$ cat src/common/std_switch_defs.svh
// constants for the dynamic 1000BASE-X / SGMII standard switch
// assumes one 20 MHz system clock shared by both ends of the link
//
// Overview of operation
// - default select low: reset into 1000BASE-X
// - default select high: reset into SGMII
// - set default select, then reset to switch
// - register 17 write switches standard anytime
// - registers 0-16 reinterpret immediately after switch
// - negotiation follows currently selected standard procedure
// - register 17 switch during negotiation waits for its completion; the strap path aborts and restarts it
// - standard write never restarts negotiation itself
// - host rewrites advertisement after switching to 1000BASE-X; the host skips it on the strap path
// - host restarts negotiation after a register 17 switch; the strap path restarts it by soft reset
// - switching only between 1000BASE-X and 1G SGMII
// - attached MAC runs full duplex only
// - both ends share one clock domain
// - SGMII runs at 1G rate only
// - link timer 1.6 ms SGMII, 10 ms 1000BASE-X
`ifndef STD_SWITCH_DEFS_SVH
`define STD_SWITCH_DEFS_SVH

// ------------------------------------------------------------
// management register addresses
// ------------------------------------------------------------
`define REG_CTRL 5'h00
`define REG_STAT 5'h01
`define REG_ADV 5'h04
`define REG_STD 5'h11

// ------------------------------------------------------------
// field positions and reset values
// ------------------------------------------------------------
`define CTRL_AN_EN_BIT 12
`define CTRL_RESTART_BIT 9
`define STAT_AN_DONE_BIT 5
`define STAT_AN_ABLE_BIT 3
`define STD_SEL_BIT 0
`define ADV_RESET 16'h0020
`define ADV_SGMII 16'h0001
`define CTRL_AN_EN_RESET 1'b1

// ------------------------------------------------------------
// timing
// ------------------------------------------------------------
`define CLK_PERIOD_NS 50
`define LINK_TIMER_SGMII_NS 1600000
`define LINK_TIMER_BASEX_NS 10000000
`define LINK_TIMER_SGMII_CYC (`LINK_TIMER_SGMII_NS / `CLK_PERIOD_NS)
`define LINK_TIMER_BASEX_CYC (`LINK_TIMER_BASEX_NS / `CLK_PERIOD_NS)
`define LINK_TIMER_W 18

`endif

$ cat src/common/std_switch_pkg.sv
// types shared by both ends of the standard switch link
// assumes std_switch_defs.svh is on the include path
package std_switch_pkg;

  typedef enum logic [0:0] {
    STD_BASEX = 1'b0,
    STD_SGMII = 1'b1
  } std_type;

  typedef enum logic [1:0] {
    AN_IDLE = 2'b00,
    AN_RUN = 2'b01,
    AN_DONE = 2'b10
  } an_state_type;

  typedef enum logic [2:0] {
    HS_IDLE = 3'b000,
    HS_WR_STD = 3'b001,
    HS_WR_ADV = 3'b010,
    HS_WR_RESTART = 3'b011,
    HS_STRAP_RESET = 3'b100
  } host_state_type;

endpackage

$ cat src/common/std_switch_if.sv
// management link between the PCS control end and the MAC side end
// assumes both ends run on the same system clock
`timescale 1ns/1ns
`default_nettype none

interface std_switch_if;
  logic wr_en;
  logic rd_en;
  logic [4:0] addr;
  logic [15:0] wdata;
  logic default_sel;
  logic std_reset;
  logic [15:0] rdata;
  logic rd_valid;
  logic link_sgmii;
  logic an_busy;
  logic an_done;

  modport device (
    input wr_en, rd_en, addr, wdata, default_sel, std_reset,
    output rdata, rd_valid, link_sgmii, an_busy, an_done
  );

  modport host (
    output wr_en, rd_en, addr, wdata, default_sel, std_reset,
    input rdata, rd_valid, link_sgmii, an_busy, an_done
  );
endinterface

`default_nettype wire

$ cat src/design/an_link_timer.sv
// auto-negotiation link timer with a per-standard duration
// assumes start_i is a one-cycle pulse on the system clock
`timescale 1ns/1ns
`default_nettype none
`include "std_switch_defs.svh"

module an_link_timer #(
  parameter logic [`LINK_TIMER_W-1:0] SGMII_CYC = `LINK_TIMER_W'(`LINK_TIMER_SGMII_CYC),
  parameter logic [`LINK_TIMER_W-1:0] BASEX_CYC = `LINK_TIMER_W'(`LINK_TIMER_BASEX_CYC)
) (
  input wire logic clk_sys_i,
  input wire logic resetn_i,
  input wire logic start_i,
  input wire logic sgmii_i,
  output logic expired_o
);

  logic [`LINK_TIMER_W-1:0] count_r;
  logic running_r;
  wire [`LINK_TIMER_W-1:0] load_val = sgmii_i ? SGMII_CYC : BASEX_CYC;
  wire last_tick = running_r && (count_r == `LINK_TIMER_W'(1));

  // ------------------------------------------------------------
  // count down; a new start reloads even while running
  // ------------------------------------------------------------
  always_ff @(posedge clk_sys_i or negedge resetn_i) begin
    if (!resetn_i) begin
      count_r <= '0;
      running_r <= 1'b0;
      expired_o <= 1'b0;
    end else begin
      expired_o <= last_tick && !start_i;
      if (start_i) begin
        count_r <= load_val;
        running_r <= 1'b1;
      end else if (running_r) begin
        count_r <= count_r - `LINK_TIMER_W'(1);
        running_r <= !last_tick;
      end
    end
  end

endmodule

`default_nettype wire

$ cat src/design/std_switch_device.sv
// PCS standard-switch control: standard selection, management registers
// 0, 1, 4 and 17, and auto-negotiation sequencing with its link timer
// assumes the management party and the MAC share clk_sys_i with this block
`timescale 1ns/1ns
`default_nettype none
`include "std_switch_defs.svh"

module std_switch_device
  import std_switch_pkg::*;
#(
  parameter logic [`LINK_TIMER_W-1:0] SGMII_CYC = `LINK_TIMER_W'(`LINK_TIMER_SGMII_CYC),
  parameter logic [`LINK_TIMER_W-1:0] BASEX_CYC = `LINK_TIMER_W'(`LINK_TIMER_BASEX_CYC)
) (
  input wire logic clk_sys_i,
  input wire logic resetn_i,
  std_switch_if.device link,
  output logic std_sgmii_o,
  output logic an_complete_o,
  output logic rate_2g5_o
);

  // ------------------------------------------------------------
  // state
  // ------------------------------------------------------------
  std_type std_r; // standard seen by the management registers
  std_type std_nxt;
  std_type eff_std_r; // standard the negotiation is running under
  std_type eff_std_nxt;
  an_state_type an_r;
  an_state_type an_nxt;
  logic init_r; // strap sample pending after a reset
  logic an_en_r;
  logic [15:0] adv_r;
  logic [15:0] rdata_r;
  logic rd_valid_r;
  logic an_busy_r;
  logic an_done_r;
  logic timer_expired;

  // ------------------------------------------------------------
  // write decode
  // ------------------------------------------------------------
  wire wr_ctrl = link.wr_en && (link.addr == `REG_CTRL);
  wire wr_adv = link.wr_en && (link.addr == `REG_ADV);
  wire wr_std = link.wr_en && (link.addr == `REG_STD);
  wire restart_req = wr_ctrl && link.wdata[`CTRL_RESTART_BIT];
  wire an_en_nxt = wr_ctrl ? link.wdata[`CTRL_AN_EN_BIT] : an_en_r;
  // only the one select bit exists; no 2.5G standard can be chosen
  wire std_wr_val = link.wdata[`STD_SEL_BIT];
  // the strap is read on the first edge after either reset form
  wire strap_take = init_r || link.std_reset;
  wire strap_std = link.default_sel;
  // sequence starts after reset or on an explicit restart only
  wire an_start = an_en_nxt && (restart_req || init_r);

  // ------------------------------------------------------------
  // standard selection
  // ------------------------------------------------------------
  always_comb begin
    std_nxt = std_r;
    if (strap_take) begin
      std_nxt = std_type'(strap_std);
    end else if (wr_std) begin
      std_nxt = std_type'(std_wr_val);
    end
  end

  // negotiation keeps the standard it started under until it ends
  assign eff_std_nxt = (an_r == AN_RUN && !strap_take) ? eff_std_r : std_nxt;

  // ------------------------------------------------------------
  // negotiation sequence
  // ------------------------------------------------------------
  always_comb begin
    an_nxt = an_r;
    if (link.std_reset) begin
      an_nxt = AN_IDLE;
    end else if (an_start) begin
      an_nxt = AN_RUN;
    end else begin
      unique case (an_r)
        AN_IDLE: an_nxt = AN_IDLE;
        AN_RUN: if (timer_expired) begin
          an_nxt = AN_DONE;
        end
        AN_DONE: an_nxt = AN_DONE;
        default: an_nxt = AN_IDLE;
      endcase
    end
  end

  an_link_timer #(
    .SGMII_CYC(SGMII_CYC),
    .BASEX_CYC(BASEX_CYC)
  ) u_timer (
    .clk_sys_i(clk_sys_i),
    .resetn_i(resetn_i),
    .start_i(an_start && !link.std_reset),
    .sgmii_i(eff_std_nxt == STD_SGMII),
    .expired_o(timer_expired)
  );

  // ------------------------------------------------------------
  // register read view; layout follows the standard at once
  // ------------------------------------------------------------
  wire [15:0] ctrl_view = 16'(an_en_r) << `CTRL_AN_EN_BIT;
  wire [15:0] stat_view = (16'(an_r == AN_DONE) << `STAT_AN_DONE_BIT) | (16'h0001 << `STAT_AN_ABLE_BIT);
  // sgmii mac mode advertises a fixed word instead of the stored one
  wire [15:0] adv_view = (std_r == STD_SGMII) ? `ADV_SGMII : adv_r;
  wire [15:0] std_view = 16'(std_r) << `STD_SEL_BIT;
  logic [15:0] rd_mux;

  always_comb begin
    rd_mux = 16'h0000;
    if (link.addr == `REG_CTRL) rd_mux = ctrl_view;
    if (link.addr == `REG_STAT) rd_mux = stat_view;
    if (link.addr == `REG_ADV) rd_mux = adv_view;
    if (link.addr == `REG_STD) rd_mux = std_view;
  end

  // ------------------------------------------------------------
  // control flops; reset lands in 1000BASE-X until the strap is taken
  // ------------------------------------------------------------
  always_ff @(posedge clk_sys_i or negedge resetn_i) begin
    if (!resetn_i) begin
      std_r <= STD_BASEX;
      eff_std_r <= STD_BASEX;
      an_r <= AN_IDLE;
      init_r <= 1'b1;
      an_en_r <= `CTRL_AN_EN_RESET;
    end else begin
      std_r <= std_nxt;
      eff_std_r <= eff_std_nxt;
      an_r <= an_nxt;
      init_r <= link.std_reset;
      an_en_r <= link.std_reset ? `CTRL_AN_EN_RESET : an_en_nxt;
    end
  end

  // advertisement kept separately; soft reset restores it
  always_ff @(posedge clk_sys_i or negedge resetn_i) begin
    if (!resetn_i) begin
      adv_r <= `ADV_RESET;
    end else if (link.std_reset) begin
      adv_r <= `ADV_RESET;
    end else if (wr_adv) begin
      adv_r <= link.wdata;
    end
  end

  // ------------------------------------------------------------
  // registered answers and status outputs
  // ------------------------------------------------------------
  always_ff @(posedge clk_sys_i or negedge resetn_i) begin
    if (!resetn_i) begin
      rdata_r <= 16'h0000;
      rd_valid_r <= 1'b0;
      an_busy_r <= 1'b0;
      an_done_r <= 1'b0;
      std_sgmii_o <= 1'b0;
      an_complete_o <= 1'b0;
      rate_2g5_o <= 1'b0;
    end else begin
      rdata_r <= link.rd_en ? rd_mux : 16'h0000;
      rd_valid_r <= link.rd_en;
      an_busy_r <= (an_nxt == AN_RUN);
      an_done_r <= (an_nxt == AN_DONE);
      std_sgmii_o <= (eff_std_nxt == STD_SGMII);
      an_complete_o <= (an_nxt == AN_DONE);
      rate_2g5_o <= 1'b0;
    end
  end

  assign link.rdata = rdata_r;
  assign link.rd_valid = rd_valid_r;
  assign link.link_sgmii = std_sgmii_o;
  assign link.an_busy = an_busy_r;
  assign link.an_done = an_done_r;

endmodule

`default_nettype wire

$ cat src/flat_wrapper.sv
// flat-port wrapper written by rule: the top's interface ports become plain ports
module std_switch_device_flat import std_switch_pkg::*;
#(
  parameter logic [`LINK_TIMER_W-1:0] SGMII_CYC = `LINK_TIMER_W'(`LINK_TIMER_SGMII_CYC),
  parameter logic [`LINK_TIMER_W-1:0] BASEX_CYC = `LINK_TIMER_W'(`LINK_TIMER_BASEX_CYC)
)
  (clk_sys_i, resetn_i, std_sgmii_o, an_complete_o, rate_2g5_o, link_wr_en, link_rd_en, link_addr, link_wdata, link_default_sel, link_std_reset, link_rdata, link_rd_valid, link_link_sgmii, link_an_busy, link_an_done);
  std_switch_if link_i ();
  input wire logic clk_sys_i;
  input wire logic resetn_i;
  output logic std_sgmii_o;
  output logic an_complete_o;
  output logic rate_2g5_o;
  input wire logic [$bits(link_i.wr_en)-1:0] link_wr_en;
  input wire logic [$bits(link_i.rd_en)-1:0] link_rd_en;
  input wire logic [$bits(link_i.addr)-1:0] link_addr;
  input wire logic [$bits(link_i.wdata)-1:0] link_wdata;
  input wire logic [$bits(link_i.default_sel)-1:0] link_default_sel;
  input wire logic [$bits(link_i.std_reset)-1:0] link_std_reset;
  output wire logic [$bits(link_i.rdata)-1:0] link_rdata;
  output wire logic [$bits(link_i.rd_valid)-1:0] link_rd_valid;
  output wire logic [$bits(link_i.link_sgmii)-1:0] link_link_sgmii;
  output wire logic [$bits(link_i.an_busy)-1:0] link_an_busy;
  output wire logic [$bits(link_i.an_done)-1:0] link_an_done;
  assign link_i.wr_en = link_wr_en;
  assign link_i.rd_en = link_rd_en;
  assign link_i.addr = link_addr;
  assign link_i.wdata = link_wdata;
  assign link_i.default_sel = link_default_sel;
  assign link_i.std_reset = link_std_reset;
  assign link_rdata = link_i.rdata;
  assign link_rd_valid = link_i.rd_valid;
  assign link_link_sgmii = link_i.link_sgmii;
  assign link_an_busy = link_i.an_busy;
  assign link_an_done = link_i.an_done;
  std_switch_device #(.SGMII_CYC(SGMII_CYC), .BASEX_CYC(BASEX_CYC)) u_core (.clk_sys_i(clk_sys_i), .resetn_i(resetn_i), .link(link_i), .std_sgmii_o(std_sgmii_o), .an_complete_o(an_complete_o), .rate_2g5_o(rate_2g5_o));
endmodule
$ cat config.mk
export PLATFORM = sky130hd
export DESIGN_NAME = std_switch_device_flat
export DESIGN_NICKNAME = d
export VERILOG_FILES = /design/src/common/std_switch_pkg.sv /design/src/common/std_switch_if.sv /design/src/design/an_link_timer.sv /design/src/design/std_switch_device.sv /design/src/flat_wrapper.sv
export VERILOG_INCLUDE_DIRS = /design/src /design/src/common
export SDC_FILE = /design/constraint.sdc
export NUM_CORES = 1
export LEC_CHECK = 0
export BUFFER_PORTS_ARGS = -buffer_cell sky130_fd_sc_hd__buf_2
export CAP_MARGIN = 20
export CORE_MARGIN = 2
export CORE_UTILIZATION = 55
export DETAILED_ROUTE_END_ITERATION = 16
export GPL_TIMING_DRIVEN = 0
export PLACE_DENSITY = 0.79
export SETUP_SLACK_MARGIN = 0.2
export SLEW_MARGIN = 30
export SYNTH_ARGS = -nofsm -noshare
export SYNTH_HDL_FRONTEND = slang
export SYNTH_HIERARCHICAL = 1
export SYNTH_SLANG_ARGS = --single-unit
export TNS_END_PERCENT = 50
$ cat constraint.sdc
create_clock -name clk_sys_i -period 2.8 [get_ports clk_sys_i]
set_input_delay 0.42 -clock clk_sys_i [delete_from_list [all_inputs] [get_ports clk_sys_i]]
set_output_delay 0.42 -clock clk_sys_i [all_outputs]
set_load 0.01 [all_outputs]
# Word-level counts from Yosys, hierarchy flattened
# Index checks and enable logic that the tools add are counted.
[word_totals] elab_cells=62 out_inout_bits=23 in_bits=27 register_bits=61
[op_classes] n_reduce_logical=18 n_mux=22 eq_ne=8 add_sub_neg=1
[ops] op="two-way mux 16 bit" count=6
[ops] op="two-way mux 18 bit" count=3
[ops] op="two-way mux 13 bit" count=2
[ops] op="== test 18 x 1 -> 1 bit (second input constant)" count=1
[ops] op="subtractor 18 x 1 -> 18 bit (second input constant)" count=1
[ops] op="logical AND 1 bit" count=9
[ops] op="two-way mux 1 bit" count=7
[ops] op="two-way mux 2 bit" count=3
[ops] op="== test 5 x 1 -> 1 bit (second input constant)" count=1
[ops] op="== test 5 x 3 -> 1 bit (second input constant)" count=1
[ops] op="== test 5 bit (second input constant)" count=1
[ops] op="logical NOT 5 bit" count=1
[ops] op="== test 2 x 1 -> 1 bit (second input constant)" count=2
[ops] op="== test 2 bit (second input constant)" count=2
[ops] op="logical NOT 1 bit" count=4
[ops] op="case mux 2 bit (2 select lines)" count=1
[ops] op="nonzero test 2 bit" count=2
[ops] op="logical OR 1 bit" count=2

# Depth between registers and ports, before layout
# Gate-level depths: netlist of run 1.
[logic_depth] ltp_word=8 mapped_depth=9 mapped_depth_nobuf=8

# By module
# The synthesis of run 1 kept the hierarchy.
[modules_own_cells] module="std_switch_device" area_each_um2=1823.0 cells_per_inst=169 n_inst=1
[modules_own_cells] module="an_link_timer" area_each_um2=1056.0 cells_per_inst=102 n_inst=1

# Worst setup path before layout of run 1
# OpenSTA, ideal clock, no wires.
[synth_path] kind="input port to flip-flop" startpoint="in link_addr[0]" endpoint="reg u_core.u_timer.count_r[15]" required_time_ps=2675 arrival_ps=2068 setup_slack_ps=607 cell_stages=8 path_cell_list="nor3_4 -> nand3_2 -> mux2_4 -> nor2_1 -> nor2_1 -> nand3b_1 -> nor4_1 -> mux2_2"
[synth_via] elab_chain_cells=7
[synth_rtl] element="start: declaration" line="flat_wrapper.sv:16" rtl="input wire logic [$bits(link_i.addr)-1:0] link_addr;"
[synth_rtl] element="logical NOT 5 bit (no source line) *"
[synth_rtl] element="logical AND 1 bit *" line="std_switch_device.sv:43" rtl="wire wr_ctrl = link.wr_en && (link.addr == `REG_CTRL);"
[synth_rtl] element="logical AND 1 bit" line="std_switch_device.sv:46" rtl="wire restart_req = wr_ctrl && link.wdata[`CTRL_RESTART_BIT];"
[synth_rtl] element="logical OR 1 bit" line="std_switch_device.sv:54" rtl="wire an_start = an_en_nxt && (restart_req || init_r);"
[synth_rtl] element="logical AND 1 bit *" line="std_switch_device.sv:54"
[synth_rtl] element="logical AND 1 bit *" line="std_switch_device.sv:98" rtl=".start_i(an_start && !link.std_reset),"
[synth_rtl] element="two-way mux 18 bit / nonzero test 2 bit (equally long branches)"
[synth_rtl] element="end signal: assignment" line="an_link_timer.sv:34" rtl="count_r <= load_val;"
[synth_rtl] element="end signal: assignment" line="an_link_timer.sv:37" rtl="count_r <= count_r - `LINK_TIMER_W'(1);"
[synth_rtl] element="end: declaration" line="an_link_timer.sv:18" rtl="logic [`LINK_TIMER_W-1:0] count_r;"
# Mark *: on every way between the ends. The rest lies on a longest branch, timed or not.
# A chain may end at the register's enable or synchronous reset.

# Final worst setup path of run 1
# Same ends and word-level chain as after synthesis.

==> reports/metrics.yaml, run 1 <==
outcome: "completed"
worst_slew_pin_slew_ns: 0.735
finalNetCount: 361
htreeDepth: 3
route.met3.wl_um: 308
track_usage_pct: 21.2
cts_tree: "built"
port_buffers: 48
finalPower_mw: 2.20
fin_tns_setup_ns: 0
drv_cap: 0
rsz0062_at_grt: "false"
drtAntennaViolNets: 0
wl_per_cell_um: 13.8
worstPathCellList: "buf_2 -> nor3_4 -> nand3_2 -> mux2_4 -> nor2_1 -> nor2_1 -> nand3b_1 -> nor4_1 -> mux2_2"
finalSetupViolations: 0
path_max_fanout: 6
cpMaxStageDelayCell: "mux2_2"
period_minus_slack_ns: 2.35
yosysSeqAreaShare_pct: 53.2
critPathMostFrequentCell: "nor2_1"
synth_edf_count: 0
cts_made_buffers: 9
holdCritPathClass: "in2async"
p_per_area_mw_per_mm2: 645
die-area_mm2: 0.00583
gp_congestion: 0.854
period_share_pct: 84.1
clk_path_buf_depth: 2
synthFlopType: "dfrtp_1"
rows: 26
grt_pass1_wl_mm: 9.72
ff_latch_area_mm2: 0.00153
final-max-slew-violation-count: 0
syn_to_final_growth_pct: 18.4
cp-end-kind: "flip-flop"
cpPeakStageDelay_ns: 0.37
max_freq_mhz: 425
highest_layer: "met4"
cp.required_ns: 3.03
crit_type: "in2reg"
p_leak_nw: 1.54
first_pass_iters: 4
r2r_start: "u_core/init_r"
cts_root_buf: "clkbuf_8"
crit_buf_inv: 1
slew-limit-headroom_pct: 51.0
fill_cells: 408
start_kind: "input pin"
rrSetupSlack_ns: 0.50
path_clk_slew_ns: 0.07
hold_buffers: 0
finClkSkew_ns: 0.00868
syn_inst: 271
dp_hpwl_mm: 3.80
insertion_delay_ns: 0.34
grt_overflow: 0
cts.repair.resized: 0
die_x_um: 76.4
grt_pass1_vias: 2216
cp_data_arrival_time_ns: 2.58
core_area_mm2: 0.00507
drt-total-wl_mm: 5.61
wl_met1_mm: 2.43
io_pins: 50
worst_r2r_path_depth: 7
syn-cell-area_mm2: 0.00288
drt_iter0_markers: 98
hold_viol: 0
yosys_warnings: 6
ys_ff_latch: 61
die_y_um: 76.4
drive_above_1_share_pct: 32.2
multiInputGateArea_mm2: 0.00123
synth_cell_types: 52
post-route-drc-count: 0
synth-async-reset-ratio_pct: 100
vias: 2176
regToRegEndpoint: "u_core/u_timer/count_r[15]"
postCtsSetupBuffers: 0
synth_nets: 302
critPathTopFamily: "simple AND/OR/NAND/NOR gates"
synth.avg_cell_area_um2: 10.6
dr_wl_met2_mm: 2.74
clkSinkCount: 61
vdd_drop_max_mv: 0.555
grt_max_degree: 62
antenna_found_initial: 0
antenna_cells: 0
via_per_inst: 5.37
initial_core_util_pct: 56.7
[stage by stage]
stage	setup slack, ns	instance area (um^2)	utilization, %	instances	hold slack [ns]
3_3_place_gp	0.179	3210	63.2	389	0.459
3_5_place_dp	0.145	3210	63.2	389	0.464
6_report	0.445	3410	67.2	405	0.143
4_1_cts	0.489	3410	67.2	405	0.167
2_1_floorplan	0.607	2880	-	271	0.124
5_1_grt	0.304	3410	67.2	405	0.172
[state kept, by name (all words and copies together), names as in the netlist]
| register | flops |
|---|---|
| u_core/adv_r | 16 |
| u_core/an_en_r | 1 |
| u_core/an_r | 2 |
| u_core/init_r | 1 |
| u_core/link.an_busy | 1 |
| u_core/link.an_done | 1 |
| u_core/link.link_sgmii | 1 |
| u_core/link.rd_valid | 1 |
| u_core/link.rdata | 16 |
| u_core/std_r | 1 |
| u_core/u_timer/count_r | 18 |
| u_core/u_timer/expired_o | 1 |
| u_core/u_timer/running_r | 1 |
[routing by layer]
layer / GRT usage, % / vias up
li1: - / 1048
met1: 26.0 / 1047
met2: 34.6 / 67
met3: 4.74 / 14
met4: 12.2 / 0
met5: 0 / -
[area by class of cell]
cell class                      count  share of cell area [%]
Timing Repair Buffer               48                    7.12
Tap cell                           70                    2.57
Multi-Input combinational cell    191                    36.2
Inverter                            5                   0.551
Clock buffer                        9                    3.63
Sequential cell                    61                    44.9
Clock inverter                      7                    2.20
Buffer                             14                    2.79
[cells in the mapped netlist (2+ instances only)]
| library cell | n | area share, % |
|---|---|---|
| a21boi_0 | 2 | 0.52 |
| a21oi_1 | 11 | 1.9 |
| a21oi_2 | 10 | 3.0 |
| and2_1 | 13 | 2.8 |
| buf_2 | 3 | 0.52 |
| buf_4 | 4 | 1.0 |
| clkbuf_1 | 5 | 0.65 |
| dfrtp_1 | 58 | 50 |
| dfstp_2 | 3 | 2.7 |
| ha_1 | 4 | 1.7 |
| inv_1 | 5 | 0.65 |
| mux2i_1 | 5 | 1.7 |
| nand2_1 | 32 | 4.2 |
| nand2_2 | 10 | 2.2 |
| nand2b_1 | 3 | 0.65 |
| nand3_1 | 7 | 1.2 |
| nand3_2 | 2 | 0.70 |
| nand3b_1 | 2 | 0.52 |
| nand4b_1 | 2 | 0.61 |
| nor2_1 | 21 | 2.7 |
| nor2b_1 | 4 | 0.87 |
| nor3_1 | 7 | 1.2 |
| nor4_1 | 7 | 1.5 |
| nor4b_1 | 2 | 0.61 |
| o21a_1 | 2 | 0.52 |
| o21ai_0 | 5 | 0.87 |
| o31a_1 | 8 | 2.4 |
| or3_1 | 3 | 0.65 |
| xnor2_1 | 4 | 1.2 |
| xor2_1 | 5 | 1.5 |
[worst max-delay path by stage]
stage	end	slack, ns	startpoint	depth (start not counted)
after detailed placement	u_core/u_timer/count_r[10]	0.15	link_addr[0]	9
after CTS	u_core/u_timer/count_r[15]	0.49	link_addr[0]	9
after floorplan	u_core/u_timer/count_r[15]	0.61	link_addr[0]	8
after global placement	u_core/u_timer/count_r[15]	0.18	link_addr[0]	9
final	u_core/u_timer/count_r[15]	0.45	link_addr[0]	9
after global routing	u_core/u_timer/count_r[10]	0.30	link_addr[0]	9
[worst reg2reg max path, stage by stage (launching register included)]
cell and delay, ns:
dfstp_2 0.58, o21ai_0 0.12, mux2_4 0.30, nor2_1 0.12
nor2_1 0.11, nand3b_1 0.31, nor4_1 0.28, mux2_2 0.37
[report_power, final]
part / internal, mW / switching [mW]
sequential: 0.956 / 0.0949
combinational: 0.166 / 0.206
clock: 0.413 / 0.363
total: 1.53 / 0.663
[logic make-up (layout without fill, tap and decap cells)]
| kind of cell | after synthesis | after routing | share of synthesized area, % |
|---|---|---|---|
| buffers and inverters | 19 | 83 | 3.95 |
| and+or+nand+nor | 127 | 127 | 25.0 |
| AOI/OAI and AO/OA | 43 | 43 | 10.6 |
| muxes | 7 | 7 | 2.65 |
| DFF | 61 | 61 | 53.2 |
| xor gates and xnor gates | 9 | 9 | 2.74 |
| other | 1 | 1 | 0.130 |
| adders and majority gates | 4 | 4 | 1.74 |
[layout by cell type (no fill, tap or decap), types with 5 or more instances in the layout]
cell type	netlist	final
a21oi_1	11	11
and2_1	13	13
nor4_1	7	7
clkbuf_1	5	5
clkbuf_8	0	9
buf_4	4	5
inv_1	5	5
nand2_1	32	32
o21ai_0	5	5
xor2_1	5	5
nand2_2	10	10
nor2_1	21	21
mux2i_1	5	5
a21oi_2	10	10
nand3_1	7	7
o31a_1	8	8
nor3_1	7	7
dfrtp_1	58	58
buf_2	3	50
Note: power is estimated with default switching activity, not from simulation.
==> run 2: changes to the inputs <==
Settings changed: CORE_UTILIZATION 55 to 50, PLACE_DENSITY 0.79 to 0.75.
Clock period 2.8 ns to 2.06 ns, I/O delays scaled along.
==> reports/metrics.yaml, run 2 (synthesis gave the netlist of run 1 again) <==
finalNetCount: 364
finalPower_mw: 3.12
worstPathCellList: "o21ai_2 -> mux2_4 -> nor2_4 -> nor2_2 -> nand3b_1 -> nor4_2 -> mux2_2"
final_util_pct: 63.3
rows: 27
path_clk_slew_ns: 0.07
setup_ws_ns: -0.000946
dp_hpwl_mm: 3.80
wl_met1_mm: 2.47
p_per_area_mw_per_mm2: 889
vdd_drop_max_mv: 0.672
highest_layer: "met4"
fin_area_mm2: 0.00351
p_leak_nw: 1.60
cts_root_buf: "clkbuf_8"
layout_common_cells: "dfrtp_1 (58), buf_2 (50), nand2_1 (32)"
cpMaxStageDelayCell: "dfstp_2"
drv_cap: 0
path_max_fanout: 4
io_pins: 50
cts_tree: "built"
largest_reg_flops: 18
period_share_pct: 100
holdCritPathClass: "in2async"
drtAntennaViolNets: 0
postPlaceCellArea_mm2: 0.00322
multiInputGateArea_mm2: 0.00128
insertion_delay_ns: 0.33
final-max-slew-violation-count: 0
regMostFlops: "u_core/u_timer/count_r"
die_x_um: 79.9
period_minus_slack_ns: 2.06
finClkSkew_ns: 0.00731
gp_congestion: 0.819
worst_r2r_path_depth: 7
via_per_inst: 5.21
dr_wl_met2_mm: 2.57
clkSinkCount: 61
route.met3.wl_um: 302
core_area_mm2: 0.00554
rsz0062_at_grt: "true"
track_usage_pct: 19.2
drt-total-wl_mm: 5.47
cp-end-kind: "flip-flop"
fill_cells: 481
grt_overflow: 0
crit_type: "reg2reg"
die_y_um: 79.9
grt_pass1_vias: 2014
htreeDepth: 3
hold_viol: 0
post-route-drc-count: 0
syn_to_final_growth_pct: 21.9
clk_path_buf_depth: 2
port_buffers: 48
first_pass_iters: 4
cpPeakStageDelay_ns: 0.56
outcome: "complete, but fails checks"
worst_slew_pin_slew_ns: 0.750
drt_iter0_markers: 131
fin_tns_setup_ns: -0.000946
ff_latch_area_mm2: 0.00153
cts_made_buffers: 9
grt_max_degree: 62
antenna_found_initial: 0
grt_pass1_wl_mm: 9.29
wl_per_cell_um: 13.3
die-area_mm2: 0.00638
initial_core_util_pct: 52.0
max_freq_mhz: 485
vias: 2135
cp.required_ns: 2.27
violations: "negative setup slack"
start_kind: "flip-flop"
slew-limit-headroom_pct: 50.0
finalSetupViolations: 1
cp_data_arrival_time_ns: 2.27
drive_above_1_share_pct: 35.5
antenna_cells: 0
mostFrequentLayoutCell: "dfrtp_1"
==> run 2: cell count changes in the layout (fill, tap and decap cells not counted), sizes merged <==
cell / delta
buf: +3
bufinv: +1
clkbuf: +3
clkinv: -1
clkinvlp: -2
inv: -1
==> run 2: final timing paths <==
check,start,end,slack [ns]
setup / recovery,u_core/init_r,u_core/u_timer/count_r[15],-0.0009
hold / removal,resetn_i,u_core/link.rdata[10],0.03
setup reg to reg,u_core/init_r,u_core/u_timer/count_r[15],-0.0009
hold reg to reg,u_core/adv_r[4],u_core/link.rdata[4],0.47
max in group asynchronous,resetn_i,u_core/link.an_done,1.52
min in group clk_sys_i,link_std_reset,u_core/init_r,0.08
==> run 2: routing by layer <==
layer	vias up	GRT usage [%]
met3	13	5.54
met2	55	30.5
met1	1010	24.3
met4	0	8.64
li1	1057	-
met5	-	0
==> run 2: final cells by class <==
cell class,instances,area share [%]
buffer,14,2.96
clock buffer,12,4.14
clock inverter,4,2.07
inverter,5,0.535
multi-input combinational,191,36.6
sequential,61,43.6
tap,72,2.57
timing repair buffer,51,7.56
==> run 2: worst max-delay path: cells and delay by family, from the launching register on <==
family,cells,cell delay (ns)
AOI/OAI and AO/OA,1,0.06
and+or+nand+nor,4,0.66
DFF,1,0.56
muxes,2,0.65
==> run 2: per-stage QoR <==
stage	hold slack [ns]	std cells	setup WS (ns)
finish	0.0280	410	-0.000946
global route	0.0624	410	-0.0701
global placement	0.425	391	-0.408
CTS	0.0673	408	-0.0204
detailed placement	0.426	391	-0.441
floorplan	0.0134	271	0.0203
==> run 2: power by group <==
| group | internal, mW | leakage [nW] | switching [mW] |
|---|---|---|---|
| Sequential | 1.30 | 0.786 | 0.132 |
| Clock | 0.713 | 0.107 | 0.447 |
| Combinational | 0.247 | 0.708 | 0.280 |
==> run 2: what timing repair did <==
item / CTS / global route
setup endpoints to repair: 19 / 9
hold buffers: 0 / 0
setup buffers: 1 / 2
gates resized for setup: 10 / 2
pin swaps: 0 / 2
